<file path="src/include/port_e_defines.svh">
// constants for the port e pin multiplexer
`ifndef PORT_E_DEFINES_SVH
`define PORT_E_DEFINES_SVH

// ----------------------------------------------------------------
// register offsets
// ----------------------------------------------------------------
`define ADDR_PORT_E_DIRECTION    4'h0
`define ADDR_PORT_E_LATCH        4'h1
`define ADDR_PORT_E_PIN_LEVELS   4'h2
`define ADDR_PORT_A_LATCH        4'h3
`define ADDR_MEMORY_IF_CONTROL   4'h4
`define ADDR_SLAVE_PORT_CONTROL  4'h5
`define ADDR_PWM_CONTROL         4'h6

// ----------------------------------------------------------------
// field positions
// ----------------------------------------------------------------
`define BIT_PORT_E_PULLUP_ENABLE 6
`define BIT_PORT_D_PULLUP_ENABLE 7
`define BIT_EXT_BUS_DISABLE      7
`define BIT_SLAVE_PORT_MODE      4
`define BIT_PWM_SHUTDOWN_FLOAT   0
`define BIT_PKG_SMALL            0
`define BIT_PKG_LARGEST          1

// ----------------------------------------------------------------
// reset values
// ----------------------------------------------------------------
`define RST_DIRECTION            8'hFF
`define RST_LATCH                8'h00
`define RST_PORT_A_LATCH         8'h00
`define RST_MEMORY_IF_CONTROL    8'h00
`define RST_SLAVE_PORT_CONTROL   8'h00
`define RST_PWM_CONTROL          8'h00

`endif

</file>
<file path="src/include/port_e_pkg.sv">
// types shared by the port e pin multiplexer
package port_e_pkg;
  typedef logic [7:0] byte_t;
  typedef logic [3:0] reg_addr_t;
endpackage : port_e_pkg

</file>
<file path="src/core/port_e_gpio_mux.sv">
// port e gpio with external bus, slave port and pwm pin sharing
//
// Chosen here: the address-and-strobe port and the register addresses.
`include "port_e_defines.svh"

module port_e_gpio_mux
  import port_e_pkg::*;
(
  input  wire logic      core_clk,
  input  wire logic      rst_b,
  // register port
  input  wire reg_addr_t reg_addr,
  input  wire byte_t     reg_wdata,
  input  wire logic      reg_wr,
  input  wire logic      reg_rd,
  output      byte_t     reg_rdata,
  // package straps and configuration bits, static after power-up
  input  wire logic      pkg_small,
  input  wire logic      pkg_largest,
  input  wire logic      mcu_mode,
  input  wire logic      pwm_bc_pin_select,
  input  wire logic      pwm2_alt_pin_select,
  // external memory bus, high address/data byte
  input  wire byte_t     ext_bus_out,
  input  wire logic      ext_bus_oe,
  output      byte_t     ext_bus_in,
  // enhanced pwm outputs
  input  wire logic      pwm1_out_b,
  input  wire logic      pwm1_out_c,
  input  wire logic      pwm3_out_b,
  input  wire logic      pwm3_out_c,
  input  wire logic      pwm2_out_a,
  input  wire logic      pwm2_out_b,
  input  wire logic      pwm2_out_c,
  input  wire logic      pwm2_out_d,
  input  wire logic      pwm1_enable,
  input  wire logic      pwm2_enable,
  input  wire logic      pwm3_enable,
  input  wire logic      pwm_shutdown,
  // slave port control strobes, active low at the pins
  output      logic      slave_rd_b,
  output      logic      slave_wr_b,
  output      logic      slave_cs_b,
  output      logic      slave_port_mode_bit,
  // port d pull-up enable, handed to the port d block
  output      logic      port_d_pullup_enable,
  // pwm 1/3 b/c outputs rerouted away from this port
  output      logic      pwm_bc_to_port_h,
  // pads
  input  wire byte_t     pad_in,
  output      byte_t     pad_out,
  output      byte_t     pad_oe,
  output      byte_t     pad_pullup
);

  // ----------------------------------------------------------------
  // pin input synchronisers
  // ----------------------------------------------------------------
  byte_t pin_sync1;
  byte_t pin_sync2;

  always_ff @(posedge core_clk or negedge rst_b) begin
    if (!rst_b) begin
      pin_sync1 <= 8'h00;
      pin_sync2 <= 8'h00;
    end else begin
      pin_sync1 <= pad_in;
      pin_sync2 <= pin_sync1;
    end
  end

  // ----------------------------------------------------------------
  // registers
  // ----------------------------------------------------------------
  byte_t port_e_direction;
  byte_t port_e_latch;
  byte_t port_a_latch_register;
  byte_t memory_interface_control;
  byte_t slave_port_control;
  byte_t pwm_control;
  byte_t next_port_e_direction;
  byte_t next_port_e_latch;
  byte_t next_port_a_latch_register;
  byte_t next_memory_interface_control;
  byte_t next_slave_port_control;
  byte_t next_pwm_control;
  byte_t next_reg_rdata;
  byte_t impl_mask;

  // small package has pins 5:0 only; missing bits read as zero
  assign impl_mask = pkg_small ? 8'h3F : 8'hFF;

  always_comb begin
    next_port_e_direction         = port_e_direction;
    next_port_e_latch             = port_e_latch;
    next_port_a_latch_register    = port_a_latch_register;
    next_memory_interface_control = memory_interface_control;
    next_slave_port_control       = slave_port_control;
    next_pwm_control              = pwm_control;
    next_reg_rdata                = 8'h00;
    if (reg_wr) begin
      case (reg_addr)
        `ADDR_PORT_E_DIRECTION:   next_port_e_direction = reg_wdata;
        // writes to the pin-level address land in the latch
        `ADDR_PORT_E_LATCH,
        `ADDR_PORT_E_PIN_LEVELS:  next_port_e_latch = reg_wdata;
        `ADDR_PORT_A_LATCH:       next_port_a_latch_register = reg_wdata;
        `ADDR_MEMORY_IF_CONTROL:  next_memory_interface_control = reg_wdata;
        `ADDR_SLAVE_PORT_CONTROL: next_slave_port_control = reg_wdata;
        `ADDR_PWM_CONTROL:        next_pwm_control = reg_wdata;
        default:                  next_port_e_latch = port_e_latch;
      endcase
    end
    if (reg_rd) begin
      case (reg_addr)
        `ADDR_PORT_E_DIRECTION:
          next_reg_rdata = port_e_direction & impl_mask;
        `ADDR_PORT_E_LATCH:
          next_reg_rdata = port_e_latch & impl_mask;
        `ADDR_PORT_E_PIN_LEVELS:
          next_reg_rdata = pin_sync2 & impl_mask;
        `ADDR_PORT_A_LATCH:       next_reg_rdata = port_a_latch_register;
        `ADDR_MEMORY_IF_CONTROL:  next_reg_rdata = memory_interface_control;
        `ADDR_SLAVE_PORT_CONTROL: next_reg_rdata = slave_port_control;
        `ADDR_PWM_CONTROL:        next_reg_rdata = pwm_control;
        default:                  next_reg_rdata = 8'h00;
      endcase
    end
  end

  always_ff @(posedge core_clk or negedge rst_b) begin
    if (!rst_b) begin
      port_e_direction         <= `RST_DIRECTION;
      port_e_latch             <= `RST_LATCH;
      port_a_latch_register    <= `RST_PORT_A_LATCH;
      memory_interface_control <= `RST_MEMORY_IF_CONTROL;
      slave_port_control       <= `RST_SLAVE_PORT_CONTROL;
      pwm_control              <= `RST_PWM_CONTROL;
      reg_rdata                <= 8'h00;
    end else begin
      port_e_direction         <= next_port_e_direction;
      port_e_latch             <= next_port_e_latch;
      port_a_latch_register    <= next_port_a_latch_register;
      memory_interface_control <= next_memory_interface_control;
      slave_port_control       <= next_slave_port_control;
      pwm_control              <= next_pwm_control;
      reg_rdata                <= next_reg_rdata;
    end
  end

  // ----------------------------------------------------------------
  // pin function resolution
  // ----------------------------------------------------------------
  logic  ext_bus_active;
  logic  slave_mode;
  logic  pullup_global;
  logic  float_on_shutdown;
  byte_t pwm_en;
  byte_t pwm_val;
  byte_t next_pad_out;
  byte_t next_pad_oe;
  byte_t next_pad_pullup;
  byte_t next_ext_bus_in;

  // the bus only exists on the largest package
  assign ext_bus_active = pkg_largest &&
    !memory_interface_control[`BIT_EXT_BUS_DISABLE];
  assign slave_mode = slave_port_control[`BIT_SLAVE_PORT_MODE];
  assign pullup_global =
    port_a_latch_register[`BIT_PORT_E_PULLUP_ENABLE];
  assign float_on_shutdown = pwm_control[`BIT_PWM_SHUTDOWN_FLOAT];

  // default pwm placement; pin 6 and 7 only exist on larger packages
  always_comb begin
    pwm_en  = 8'h00;
    pwm_val = 8'h00;
    pwm_en[0]  = pwm2_enable;
    pwm_val[0] = pwm2_out_d;
    pwm_en[1]  = pwm2_enable;
    pwm_val[1] = pwm2_out_c;
    pwm_en[2]  = pwm2_enable;
    pwm_val[2] = pwm2_out_b;
    if (pkg_small || pwm_bc_pin_select) begin
      pwm_en[3]  = pwm3_enable;
      pwm_val[3] = pwm3_out_c;
      pwm_en[4]  = pwm3_enable;
      pwm_val[4] = pwm3_out_b;
      pwm_en[5]  = pwm1_enable;
      pwm_val[5] = pwm1_out_c;
      // on the small package pwm1 b lives on port d pin 0
      pwm_en[6]  = pwm1_enable && !pkg_small;
      pwm_val[6] = pwm1_out_b;
    end
    if (!pkg_small && mcu_mode && !pwm2_alt_pin_select) begin
      pwm_en[7]  = pwm2_enable;
      pwm_val[7] = pwm2_out_a;
    end
  end

  always_comb begin
    next_pad_out    = 8'h00;
    next_pad_oe     = 8'h00;
    next_pad_pullup = 8'h00;
    for (int i = 0; i < 8; i++) begin
      if (ext_bus_active) begin
        next_pad_out[i] = ext_bus_out[i];
        next_pad_oe[i]  = ext_bus_oe;
      end else if (pwm_en[i]) begin
        next_pad_out[i] = pwm_val[i];
        next_pad_oe[i]  = !(pwm_shutdown && float_on_shutdown);
      end else if (slave_mode && i < 3) begin
        // strobes are inputs regardless of the direction bit
        next_pad_oe[i] = 1'b0;
      end else begin
        next_pad_out[i] = port_e_latch[i];
        next_pad_oe[i]  = !port_e_direction[i];
      end
      // pull-up only on a pin nobody drives and never on an output
      next_pad_pullup[i] = pullup_global && !ext_bus_active &&
        port_e_direction[i] && !next_pad_oe[i];
    end
    next_pad_out    = next_pad_out & impl_mask;
    next_pad_oe     = next_pad_oe & impl_mask;
    next_pad_pullup = next_pad_pullup & impl_mask;
    next_ext_bus_in = ext_bus_active ? pin_sync2 : 8'h00;
  end

  always_ff @(posedge core_clk or negedge rst_b) begin
    if (!rst_b) begin
      pad_out              <= 8'h00;
      pad_oe               <= 8'h00;
      pad_pullup           <= 8'h00;
      ext_bus_in           <= 8'h00;
      slave_rd_b           <= 1'b1;
      slave_wr_b           <= 1'b1;
      slave_cs_b           <= 1'b1;
      slave_port_mode_bit  <= 1'b0;
      port_d_pullup_enable <= 1'b0;
      pwm_bc_to_port_h     <= 1'b0;
    end else begin
      pad_out    <= next_pad_out;
      pad_oe     <= next_pad_oe;
      pad_pullup <= next_pad_pullup;
      ext_bus_in <= next_ext_bus_in;
      // strobes idle high whenever slave mode is off or the bus owns pins
      slave_rd_b <= !(slave_mode && !ext_bus_active) ||
                    pin_sync2[0];
      slave_wr_b <= !(slave_mode && !ext_bus_active) || pin_sync2[1];
      slave_cs_b <= !(slave_mode && !ext_bus_active && pkg_largest) ||
                    pin_sync2[2];
      slave_port_mode_bit  <= slave_mode;
      port_d_pullup_enable <=
        port_a_latch_register[`BIT_PORT_D_PULLUP_ENABLE];
      pwm_bc_to_port_h <= !pkg_small && !pwm_bc_pin_select;
    end
  end

endmodule : port_e_gpio_mux

</file>
<file path="config.mk">
export PLATFORM = sky130hd
export DESIGN_NAME = port_e_gpio_mux
export DESIGN_NICKNAME = d
export VERILOG_FILES = /design/src/include/port_e_pkg.sv /design/src/core/port_e_gpio_mux.sv
export VERILOG_INCLUDE_DIRS = /design/src /design/src/include
export SDC_FILE = /design/constraint.sdc
export NUM_CORES = 1
export LEC_CHECK = 0
export BUFFER_PORTS_ARGS = -buffer_cell sky130_fd_sc_hd__buf_2
export CORE_ASPECT_RATIO = 0.7
export CORE_MARGIN = 2
export CORE_UTILIZATION = 25
export CTS_BUF_LIST = sky130_fd_sc_hd__clkbuf_16
export CTS_CLUSTER_SIZE = 8
export DETAILED_ROUTE_END_ITERATION = 8
export PLACE_DENSITY = 0.41
export SYNTH_ARGS = -nofsm -noshare
export SYNTH_HDL_FRONTEND = slang
export SYNTH_SLANG_ARGS = --single-unit
</file>
<file path="constraint.sdc">
create_clock -name core_clk -period 2.2 [get_ports core_clk]
set_input_delay 0.11 -clock core_clk [delete_from_list [all_inputs] [get_ports core_clk]]
set_output_delay 0.11 -clock core_clk [all_outputs]
set_load 0.02 [all_outputs]
</file>
# Yosys cells after proc, flatten, opt, wreduce, memory -nomap -nowiden
# Index checks and enable logic that the tools add are counted.
# Widths: inputs -> output; s select.
dict set report word_totals {
  regBits 110
  ramBits 0
  wordCells 138
  out_inout_bits 46
  latch_bits 0
  rom_bits 0
  in_bits 50
  memories 0
}
dict set report classes {
  n_mul 0
  addsub 0
  bitwise_logic 6
  n_reduce_logical 61
  n_mux 46
  magnitude_cmp 0
  eq_ne 6
  div 0
  shifts 0
}
# operator n
set op_table {}
lappend op_table {{$pmux 8 s7} 1}
lappend op_table {{$and 8x8->8} 6}
lappend op_table {{$mux 1} 40}
lappend op_table {{$logic_and 1x1->1} 25}
lappend op_table {{$logic_not 1->1} 24}
lappend op_table {{$mux 8} 3}
lappend op_table {{$eq 4x3->1 const B} 3}
lappend op_table {{$reduce_and 2->1} 6}
lappend op_table {{$eq 4x2->1 const B} 2}
lappend op_table {{$mux 4} 2}
lappend op_table {{$eq 4x1->1 const B} 1}
lappend op_table {{$logic_not 4->1} 1}
lappend op_table {{$logic_or 1x1->1} 4}
lappend op_table {{$reduce_or 2->1} 1}

# Longest topological paths before layout
# Gate-level depths: netlist of run 1.
dict set report logic_depth {
  word_depth 9
  ltp_mapped 6
  mapped_depth_nobuf 4
}

# Worst setup path before layout of run 1
# OpenSTA, ideal clock, no wires.
dict set report synth_path {
  path_type {input-to-reg}
  from {in reg_addr[3]}
  to {reg port_a_latch_register[0]}
  t_arrival_ns 1.133
  cell_stages 5
  setup_time_ns 0.125
  path_slack_ns 0.942
  required_ns 2.075
  n_path_buf 1
  cell_sequence {buf_2 -> nor2_4 -> nand2_1 -> nor2_4 -> mux2_2}
}
dict set report synth_between {
  elab_chain_cells 2
}
# element line
set synth_rtl {}
lappend synth_rtl {{from (decl)} port_e_gpio_mux.sv:12} ;# input wire reg_addr_t reg_addr,
lappend synth_rtl {{$eq 4x2->1} port_e_gpio_mux.sv:102} ;# case (reg_addr)
lappend synth_rtl {{$reduce_and 2->1 (no line)} n/a}
lappend synth_rtl {{to (signal assigned)} port_e_gpio_mux.sv:135} ;# port_a_latch_register <= `RST_PORT_A_LATCH;
lappend synth_rtl {{to (signal assigned)} port_e_gpio_mux.sv:143} ;# port_a_latch_register <= next_port_a_latch_register;
lappend synth_rtl {{to (decl)} port_e_gpio_mux.sv:77} ;# byte_t port_a_latch_register;
# Every way passes these cells.
# A chain may end at the register's enable or synchronous reset.

# Worst setup path in the final report of run 1
dict set report layout_path {
  from {reg slave_port_control[4]}
  to {reg reg_rdata[4]}
}
dict set report layout_between {
  elab_chain_cells 2
}
# element line
set layout_rtl {}
lappend layout_rtl {{from (decl)} port_e_gpio_mux.sv:79} ;# byte_t slave_port_control;
lappend layout_rtl {{from (signal assigned)} port_e_gpio_mux.sv:137} ;# slave_port_control <= `RST_SLAVE_PORT_CONTROL;
lappend layout_rtl {{from (signal assigned)} port_e_gpio_mux.sv:145} ;# slave_port_control <= next_slave_port_control;
lappend layout_rtl {{$pmux 8 s7} port_e_gpio_mux.sv:115} ;# case (reg_addr)
lappend layout_rtl {{$mux 8} port_e_gpio_mux.sv:114} ;# if (reg_rd) begin
lappend layout_rtl {{via next_reg_rdata[4]} port_e_gpio_mux.sv:87} ;# byte_t next_reg_rdata;
lappend layout_rtl {{to (signal assigned)} port_e_gpio_mux.sv:147} ;# reg_rdata <= next_reg_rdata;
lappend layout_rtl {{to (decl)} port_e_gpio_mux.sv:16} ;# output byte_t reg_rdata,
# The timed path passes the listed nets, and every way through them passes these cells.

==> results by group, run 1 <==
Critical path
  – Endpoint class of the critical path: flop
  – Reg2reg end: reg_rdata[4]
  – Kind of critical path: flop to flop
  – Worst path arrival time: 1580 ps
  – R2R setup slack: ~830 ps
  – WP data required: between 2000 and 2500 ps
  – CP Launch Point: slave_port_control[4]
  – Worst-path maximum fanout: 12
  – Worst-case reg-to-reg path depth: 3
  – Critical path launch point type: flop
  – Reg-to-reg critical path startpoint: slave_port_control[4]

Clock tree
  – Root Driver: clkbuf_16
  – Reg clk slew, reported paths: ~70 ps
  – CTS Hold Buffers Added: 17
  – Post-CTS Setup Repair Bufs: 0
  – TritonCTS clock tree: yes
  – CTS Buf Count: 9
  – Skew-Pair Late Insertion Delay: ~350 ps
  – CTS Sinks: 110
  – CTS Buffer Depth: 2
  – CTS resizes: 0
  – H-tree Lvls: 3

Cells and area
  – N_diodes: 0
  – Area added between synthesis and finish: 27.4%
  – Fill cells: ~1900
  – Final core occ: 0.324
  – Share of layout cells above drive strength 1: 0.407
  – Final net count: slightly above 500

Power and ir drop
  – P_leak: about 2.6 nW
  – Sw frac: 0.267
  – Internal Power: between 3 and 4 mW
  – Clock power frac: 0.338
  – Maximum VDD drop: about 0.00035 V
  – Switch Pwr: approximately 1.4 mW
  – Reg power frac: 0.481
  – Combinational share of power: 0.180
  – Power per cell area: about 900 mW/mm2
  – Final Power: 5.36 mW

Placement
  – Placer Congestion: ~0.79
  – PortBufs: 95
  – Dpl hpwl: 9480 um

Routing
  – Vias per cell: about 4.5
  – Number of detailed-route iterations in the first pass: 5
  – DRC viols: 0
  – Drt total wl: around 13000 um
  – Vias: roughly 3100
  – Detail Route Antenna Nets: 0
  – Wirelength per Cell: roughly 18 um
  – DRT iter0 DRCs: roughly 170

Floorplanning
  – Initial Util: 0.254
  – Top Ports: 96
  – DIE AREA: 0.0194 mm2
  – Die H: 117 um
  – Die X: ~170 um
  – Row count: between 40 and 50
  – Core Box Area: roughly 0.018 mm2

STA
  – Total negative slack: 0 ps
  – Final setup fails: 0
  – Max Fclk: 727 MHz
  – Final period util: 0.625
  – Min Hold Slack: 33.9 ps
  – Actual slew at the worst max-slew pin: between 600 and 700 ps
  – Clk_skew: 5.30 ps
  – Unrepaired setup endpoints after global routing: no
  – Slew Viols, Final: 0
  – Min cycle time layout: about 1400 ps
  – Slew headroom: 0.593
  – Fin. Hold Viols: 0

GRT
  – Largest net degree at the start of global routing: 48
  – First-pass GRT wire length: 19400 um
  – GR Overflow Total: 0
  – Number of global-route vias before repair: 3195
  – Overall Global Routing Usage: 0.139
  – Initial antenna violation count: 0

Synthesis
  – Mapped cell area: about 0.0046 mm2
  – Syn. warnings: 0
  – Number of synthesized register bits: between 100 and 150
  – Count leader, synth: dfrtp_1
  – Top FF cell, synth: dfrtp_1
  – Syn Area/Cell: roughly 13 um2
  – Distinct cells, synth: 44
  – Top cell type's share of synthesized area: 0.543
  – Syn nets: ~390
  – Sequential fraction of the synthesis area: 0.606
  – EDFF count, synth: 0
  – Cells taking the most area after synthesis: dfrtp_1, mux2_2, dfstp_2, mux2_4, a22o_1
  – Synthesized instance count: approximately 340
  – Top cells by count, synth: dfrtp_1, mux2_2, nand2_1, a21oi_1, and2_1
  – Dominant cell type by area after synthesis: dfrtp_1
  – Fraction of registers with async set/reset: 1.00

Hold path
  – Min-delay src: ext_bus_oe
  – Worst Hold Path Cells: 2
  – Worst Hold Path EP: pad_oe[3]
  – Worst Hold Class: input pin to flop

Job
  – Max-cap violations: 0

Run status
  – Outcome: completed
[critical path, cell delays in order, from the launching register on]
cell and delay, ps:
dfrtp_1 540, mux2_2 340, a22oi_1 190, a31oi_1 160
[placed cells by master, fill, tap and decap left out, types with 3 or more instances in the layout]
cell / count
mux2_2: 42
buf_4: 9
a22o_1: 12
a21oi_1: 16
clkbuf_16: 9
nand3_1: 4
a31oi_1: 4
dfrtp_1: 99
nor2b_1: 9
dfstp_2: 11
mux2i_1: 7
o21ai_0: 10
dlygate4sd3_1: 17
nand2_1: 20
bufinv_16: 3
mux2_1: 8
and2_1: 16
nand3b_1: 3
nor3b_1: 4
a22oi_1: 6
buf_2: 94
nor2_1: 11
or3_1: 3
mux2_4: 8
[worst max path at each step]
| stage | cells after the start | endpoint |
|---|---|---|
| 6_report | 3 | reg_rdata[4] |
| 2_1_floorplan | 5 | port_a_latch_register[0] |
| 3_3_place_gp | 4 | slave_port_control[0] |
| 5_1_grt | 5 | pad_oe[6] |
| 3_5_place_dp | 4 | pwm_control[6] |
| 4_1_cts | 5 | pad_oe[6] |
[per-layer routing]
| layer | GRT usage | vias to the layer above | share of wire |
|---|---|---|---|
| li1 | - | 1462 | - |
| met1 | 0.211 | 1568 | 0.50 |
| met2 | 0.196 | 85 | 0.42 |
| met3 | 0.0363 | 13 | 0.064 |
| met4 | 0.0362 | 0 | 0.010 |
| met5 | 0 | - | 0 |
[metrics by stage]
stage                     std cells  setup WS, ps  instance area (um2)
after floorplan                 342           942                 4560
after global placement          665           569                 5310
after detailed placement        665           545                 5310
after CTS                       698           818                 5810
after global routing            698           708                 5810
final                           698           825                 5810
[cells by family (layout without fill, tap and decap cells)]
kind of cell,after synthesis,count (layout),synth area share
simple gates,90,90,0.115
compound gates,60,60,0.0905
buf+inv,17,137,0.0230
flops,110,110,0.606
mux,65,65,0.165
[final cells by class]
cell class	count	area (um2)	area share
Tap cell	236	295	0.0508
Clock inverter	7	106	0.0183
Multi-Input combinational cell	215	1690	0.291
Clock buffer	9	225	0.0387
Timing Repair Buffer	121	728	0.125
Sequential cell	110	2770	0.476
[power groups by stage]
stage / Clock, mW / Combinational, mW / Sequential (mW)
2_1_floorplan: 0 / 0.507 / 2.66
3_3_place_gp: 0 / 0.940 / 2.63
3_5_place_dp: 0 / 0.956 / 2.62
4_1_cts: 1.88 / 0.984 / 2.59
5_1_grt: 1.96 / 1.07 / 2.62
6_report: 1.81 / 0.967 / 2.58
(Power assumes the default switching activity.)
==> inputs of run 2 (changes only) <==
==> constraint.sdc (replaced) <==
create_clock -name core_clk -period 1.4 [get_ports core_clk]
set_input_delay 0.07 -clock core_clk [delete_from_list [all_inputs] [get_ports core_clk]]
set_output_delay 0.07 -clock core_clk [all_outputs]
set_load 0.02 [all_outputs]
==> results by group, run 2 (same netlist as run 1, synthesis figures left out) <==
Run status
  – Outcome: completed

GRT
  – Overall Global Routing Usage: 0.140 (+0.00103)
  – Number of global-route vias before repair: 3237 (+1.3%)
  – Initial antenna violation count: 0 (unchanged)
  – First-pass GRT wire length: 19700 um (+1.6%)
  – GR Overflow Total: 0 (unchanged)
  – Largest net degree at the start of global routing: 56 (+17%)

Cells and area
  – Area added between synthesis and finish: 30.9%
  – N_diodes: 0 (unchanged)
  – Final net count: 525 (+3.6%)
  – Most frequent cells in the layout: dfrtp_1, buf_2, mux2_2
  – Share of layout cells above drive strength 1: 0.435 (+0.0285)
  – Fin area: 0.00597 mm2 (+2.8%)
  – Fill cells: 1856 (unchanged)
  – Most common cell after layout, fill and taps aside: dfrtp_1
  – Register area: 0.00277 mm2 (unchanged)
  – Multi-input gate area: 0.00170 mm2 (+0.59%)

Critical path
  – Worst path arrival time: 1520 ps (-60 ps)
  – Endpoint class of the critical path: flop
  – Worst-path maximum fanout: 3 (-9)
  – Slowest cell on the critical path: dfrtp_1
  – WP data required: 1610 ps (-790 ps)
  – Crit path cell chain: mux2_2, a222oi_1, a21oi_1
  – Kind of critical path: flop to flop
  – Critical path launch point type: flop
  – Slowest stage delay, CP: 410 ps (-130 ps)

Clock tree
  – CTS Buffer Depth: 2 (unchanged)
  – CTS Sinks: 110 (unchanged)
  – CTS Buf Count: 9 (unchanged)
  – H-tree Lvls: 3 (unchanged)
  – TritonCTS clock tree: yes
  – Reg clk slew, reported paths: 70 ps (about the same)
  – Root Driver: clkbuf_16
  – Skew-Pair Late Insertion Delay: 350 ps (about the same)
  – Post-CTS Setup Repair Bufs: 0 (unchanged)

STA
  – Min cycle time layout: 1300 ps (-71.0 ps)
  – Max Fclk: 767 MHz (+5.4%)
  – Final period util: 0.931 (+0.306)
  – Slew headroom: 0.715 (+0.122)
  – Slew Viols, Final: 0 (unchanged)
  – Actual slew at the worst max-slew pin: 427 ps (-179 ps)
  – Final setup fails: 0 (unchanged)
  – Total negative slack: 0 ps (unchanged)
  – Unrepaired setup endpoints after global routing: no
  – Clk_skew: 6.42 ps (+1.11 ps)
  – Fin. Hold Viols: 0 (unchanged)

Floorplanning
  – Die X: 166 um (unchanged)
  – Top Ports: 96 (unchanged)
  – Core Box Area: 0.0180 mm2 (unchanged)
  – Initial Util: 0.254 (unchanged)
  – DIE AREA: 0.0194 mm2 (unchanged)
  – Die H: 117 um (unchanged)
  – Row count: 41 (unchanged)

Power and ir drop
  – P_leak: 2.74 nW (+3.3%)
  – Sw frac: 0.284 (+0.0169)
  – Switch Pwr: 2.33 mW (+63%)
  – Clock power frac: 0.312 (-0.026)
  – Reg power frac: 0.493 (+0.012)
  – Maximum VDD drop: 0.000557 V (+61%)
  – Internal Power: 5.89 mW (+50%)
  – Power per cell area: 1380 mW/mm2 (+49%)
  – Combinational share of power: 0.195 (+0.015)
  – Final Power: 8.23 mW (+53%)

Routing
  – DRT iter0 DRCs: 210 (+22%)
  – Number of detailed-route iterations in the first pass: 4 (-1)
  – Detail Route Antenna Nets: 0 (unchanged)
  – Vias per cell: 4.40 (-1.9%)
  – Wirelength per Cell: 17.8 um (-2.1%)
  – DRC viols: 0 (unchanged)
  – Drt total wl: 12700 um (+0.43%)
  – Vias: 3148 (+0.64%)

Hold path
  – Worst Hold Class: input pin to flop

Job
  – Max-cap violations: 0 (unchanged)

Placement
  – Placed inst area: 0.00548 mm2 (+3.1%)
  – Placer Congestion: 0.781 (-0.79%)
  – PortBufs: 95 (unchanged)
  – Dpl hpwl: 9640 um (+1.7%)
==> run 2: layout make-up <==
cell class	instances	area share
Clock inverter	7	0.0107
Multi-Input combinational cell	215	0.285
Tap cell	236	0.0494
Sequential cell	110	0.463
Clock buffer	9	0.0377
Timing Repair Buffer	139	0.154
==> run 2: final timing paths <==
check | start | to | slack [ps] | cells after the start
worst max-delay path | port_e_latch[3] | reg_rdata[3] | 100 | 3
worst min-delay path | pwm3_out_c | pad_out[3] | 10 | 3
worst max register to register | port_e_latch[3] | reg_rdata[3] | 100 | 3
max in group asynchronous | rst_b | port_e_direction[3] | 670 | 3
min in group asynchronous | rst_b | pad_out[4] | 110 | 2
worst min register to register | pin_sync1[1] | pin_sync2[1] | 350 | 0
==> run 2: per-layer routing <==
| metal | global-route usage | up-vias | wire [um] |
|---|---|---|---|
| met5 | 0 | - | 0 |
| met4 | 0.0408 | 0 | 158 |
| li1 | - | 1489 | - |
| met3 | 0.0335 | 13 | 571 |
| met1 | 0.211 | 1575 | 6700 |
| met2 | 0.199 | 71 | 5310 |
==> run 2: metrics by stage <==
| stage | setup WS [ps] | hold slack, ps | utilization | cells |
|---|---|---|---|---|
| detailed placement | 12.2 | -59.0 | 0.305 | 680 |
| CTS | 81.9 | 1.11 | 0.332 | 716 |
| global route | 0.668 | 26.6 | 0.333 | 716 |
| floorplan | 182 | -226 | - | 342 |
| global placement | 13.6 | -59.6 | 0.305 | 680 |
| finish | 96.2 | 12.9 | 0.333 | 716 |
==> run 2: what timing repair did <==
action / 4_1_cts / 5_1_grt
hold endpoints to repair: 119 / 0
hold buffers: 20 / 0
setup endpoints to repair: 0 / 3
resized for setup: 0 / 3
==> run 2: critical path: cells and delay by family (launching register included) <==
family	cells	cell delay, ps
compound gates	2	490
flops	1	410
mux	1	280
==> run 2: power groups by stage <==
stage,sequential [mW],clock (mW),combinational [mW]
after floorplan,4.17,0,0.796
after global placement,4.12,0,1.55
after detailed placement,4.12,0,1.57
after CTS,4.06,2.66,1.62
after global routing,4.12,2.80,1.76
final,4.06,2.57,1.60
==> inputs of run 3 (changes only) <==
--- a/config.mk
+++ b/config.mk
@@ -6,7 +6,9 @@
 export SDC_FILE = /design/constraint.sdc
 export NUM_CORES = 1
 export LEC_CHECK = 0
+export ABC_AREA = 1
 export BUFFER_PORTS_ARGS = -buffer_cell sky130_fd_sc_hd__buf_2
+export CAP_MARGIN = 15
 export CORE_ASPECT_RATIO = 0.7
 export CORE_MARGIN = 2
 export CORE_UTILIZATION = 25
==> results by group, run 3 <==
Cells and area
  – Area added between synthesis and finish: 30.0%
  – Most frequent cells in the layout: nand2_1, dfrtp_1, buf_2
  – Final core occ: 0.331 (-0.00139)
  – N_diodes: 0 (unchanged)
  – Share of layout cells above drive strength 1: 0.297 (-0.138)
  – Most common cell after layout, fill and taps aside: nand2_1
  – Fill cells: 1916 (+3.2%)
  – Fin area: 0.00595 mm2 (-0.42%)
  – Final net count: 667 (+27%)

STA
  – Total negative slack: 0 ps (unchanged)
  – Unrepaired setup endpoints after global routing: no
  – Final setup fails: 0 (unchanged)
  – Slew Viols, Final: 0 (unchanged)
  – Min cycle time layout: 1260 ps (-44.4 ps)
  – Final period util: 0.900 (-0.0317)
  – Fin. Hold Viols: 0 (unchanged)
  – Actual slew at the worst max-slew pin: 392 ps (-34.6 ps)
  – Clk_skew: 11.1 ps (+4.72 ps)
  – Final worst slack: 141 ps (+44.4 ps)
  – Max Fclk: 794 MHz (+3.5%)
  – Slew headroom: 0.738 (+0.0236)

Routing
  – Detail Route Antenna Nets: 0 (unchanged)
  – Top routing layer in use: met4
  – Number of detailed-route iterations in the first pass: 4 (unchanged)
  – DRT iter0 DRCs: 339 (+61%)
  – Met3 wire len: 837 um (+47%)
  – Met2 wire len: 5490 um (+3.4%)
  – M1 WL: 6630 um (-1.1%)
  – Drt total wl: 13100 um (+3.1%)
  – Vias per cell: 4.28 (-2.7%)
  – Wirelength per Cell: 15.3 um (-14%)
  – DRC viols: 0 (unchanged)
  – Vias: 3669 (+17%)

Clock tree
  – H-tree Lvls: 3 (unchanged)
  – Root Driver: clkbuf_16
  – CTS Buf Count: 9 (unchanged)
  – Post-CTS Setup Repair Bufs: 0 (unchanged)
  – Skew-Pair Late Insertion Delay: 360 ps (about the same)
  – CTS Buffer Depth: 2 (unchanged)
  – CTS Sinks: 110 (unchanged)
  – Reg clk slew, reported paths: 80 ps (about the same)
  – TritonCTS clock tree: yes

Power and ir drop
  – Final Power: 7.91 mW (-3.9%)
  – P_leak: 2.98 nW (+9.1%)
  – Power per cell area: 1330 mW/mm2 (-3.5%)
  – Maximum VDD drop: 0.000593 V (+6.6%)

Job
  – Max-cap violations: 0 (unchanged)

Synthesis
  – Count leader, synth: nand2_1
  – Cells taking the most area after synthesis: dfrtp_1, nand2_1, dfstp_2, nand3_1, o21ai_2
  – Fraction of registers with async set/reset: 1.00 (unchanged)
  – EDFF count, synth: 0 (unchanged)
  – Top cells by count, synth: nand2_1, dfrtp_1, nand3_1, nor2_1, inv_1
  – Xor/xnor share of the synthesized area: 0 (unchanged)
  – Mapped cell area: 0.00458 mm2 (+0.27%)
  – Mux cell area share after synthesis: 0 (-0.165)
  – Top FF cell, synth: dfrtp_1
  – Dominant cell type by area after synthesis: dfrtp_1
  – Post-synthesis compound-gate area fraction: 0.102 (+0.0112)
  – Synthesized instance count: 485 (+42%)
  – Number of synthesized register bits: 110 (unchanged)
  – Simple-Gate Fraction of Synth Area: 0.242 (+0.127)
  – Syn nets: 535 (+36%)
  – Sequential fraction of the synthesis area: 0.604 (-0.00166)
  – Syn. warnings: 0 (unchanged)
  – Syn Area/Cell: 9.44 um2 (-29%)
  – Largest family of logic cells by synthesized area: simple AND/OR/NAND/NOR gates
  – Top cell type's share of synthesized area: 0.541 (-0.00148)
  – Distinct cells, synth: 24 (-45%)
  – Post-Synth Adder-Cell Area: 0 (unchanged)

Floorplanning
  – Initial Util: 0.255 (+0.000697)
  – Die H: 117 um (+0.13%)
  – Row count: 41 (unchanged)
  – Core Box Area: 0.0180 mm2 (unchanged)
  – Die X: 166 um (+0.13%)
  – DIE AREA: 0.0194 mm2 (+0.27%)
  – Top Ports: 96 (unchanged)

Placement
  – DP Worst Slack: 94.5 ps (+82.4 ps)
  – Placer Congestion: 0.834 (+6.8%)
  – Dpl hpwl: 10000 um (+3.7%)
  – PortBufs: 95 (unchanged)
  – Placed inst area: 0.00539 mm2 (-1.6%)

Critical path
  – Worst-path maximum fanout: 9 (+6)
  – WP data required: 1650 ps (+40 ps)
  – Kind of critical path: input pin to flop
  – Worst path arrival time: 1510 ps (about the same)
  – Endpoint class of the critical path: flop
  – Critical path launch point type: input pin

GRT
  – Number of global-route vias before repair: 3603 (+11%)
  – Initial antenna violation count: 0 (unchanged)
  – GR Overflow Total: 0 (unchanged)
  – Overall Global Routing Usage: 0.141 (+0.000585)
  – First-pass GRT wire length: 20700 um (+5.1%)
  – Largest net degree at the start of global routing: 46 (-18%)

Hold path
  – Worst Hold Class: input pin to flop

Run status
  – Outcome: completed
## run 3: cell types whose count changed after synthesis, sizes merged, moves of 4 or more
cell    change
a22o       -12
a22oi       -6
and2       -16
clkbuf      -4
inv        +37
mux2       -58
mux2i       -7
nand2     +142
nand3      +36
nor2       +30
nor2b       -9
nor3b       -4
o21ai      +46
## run 3: what timing repair did
| item | 4_1_cts | 5_1_grt |
|---|---|---|
| hold endpoints to repair | 120 | 0 |
| endpoints found under the setup margin | 0 | 10 |
| hold buffers | 25 | 0 |
| resized for setup | 0 | 6 |
## run 3: metrics by stage
stage               instances  hold WS (ps)
floorplan                 485          -226
global placement          817         0.414
detailed placement        817          6.89
CTS                       858          4.78
global route              858          43.2
finish                    858          15.6
## run 3: power breakdown
group | internal, mW | switching, mW
sequential | 3.66 | 0.301
combinational | 0.527 | 0.866
clock | 1.27 | 1.29
## run 3: cell type report
type,instances,area [um2],share of cell area
repair buffers,132,856,0.144
inverters,38,146,0.0246
clock buffers,9,225,0.0379
clock inverters,7,72.6,0.0122
well taps,236,295,0.0496
multi-input cells,326,1590,0.267
flip-flops and latches,110,2770,0.465
## run 3: kinds of logic (layout without fill, tap and decap cells)
group	Yosys count	in the layout
buf+inv	49	186
simple gates	250	250
compound gates	76	76
flops	110	110
## run 3: worst paths after layout
check                                            start                   to  slack, ps  cells after the start
max                                          pkg_small        pad_pullup[4]        140                     10
min                                         pwm2_out_d           pad_out[0]         20                      3
max reg2reg                memory_interface_control[7]        pad_pullup[6]        140                      6
min reg2reg                               pin_sync1[4]         pin_sync2[4]        340                      0
max in group asynchronous                        rst_b  port_e_direction[6]        620                      3
min in group asynchronous                        rst_b         pin_sync2[2]        150                      2
## run 3: critical path: stages
cell and delay, ps:
dlygate4sd3_1 530, buf_2 170, inv_4 120, nand2_1 110, nand2_2 130, inv_1 90, nand2_1 80, nand3_1 70
nand2_1 90, nor2_1 50
## run 3: metal layers
layer	track usage	vias up
li1	-	1821
met1	0.206	1735
met5	0	-
met4	0.0423	0
met3	0.0346	16
met2	0.205	97
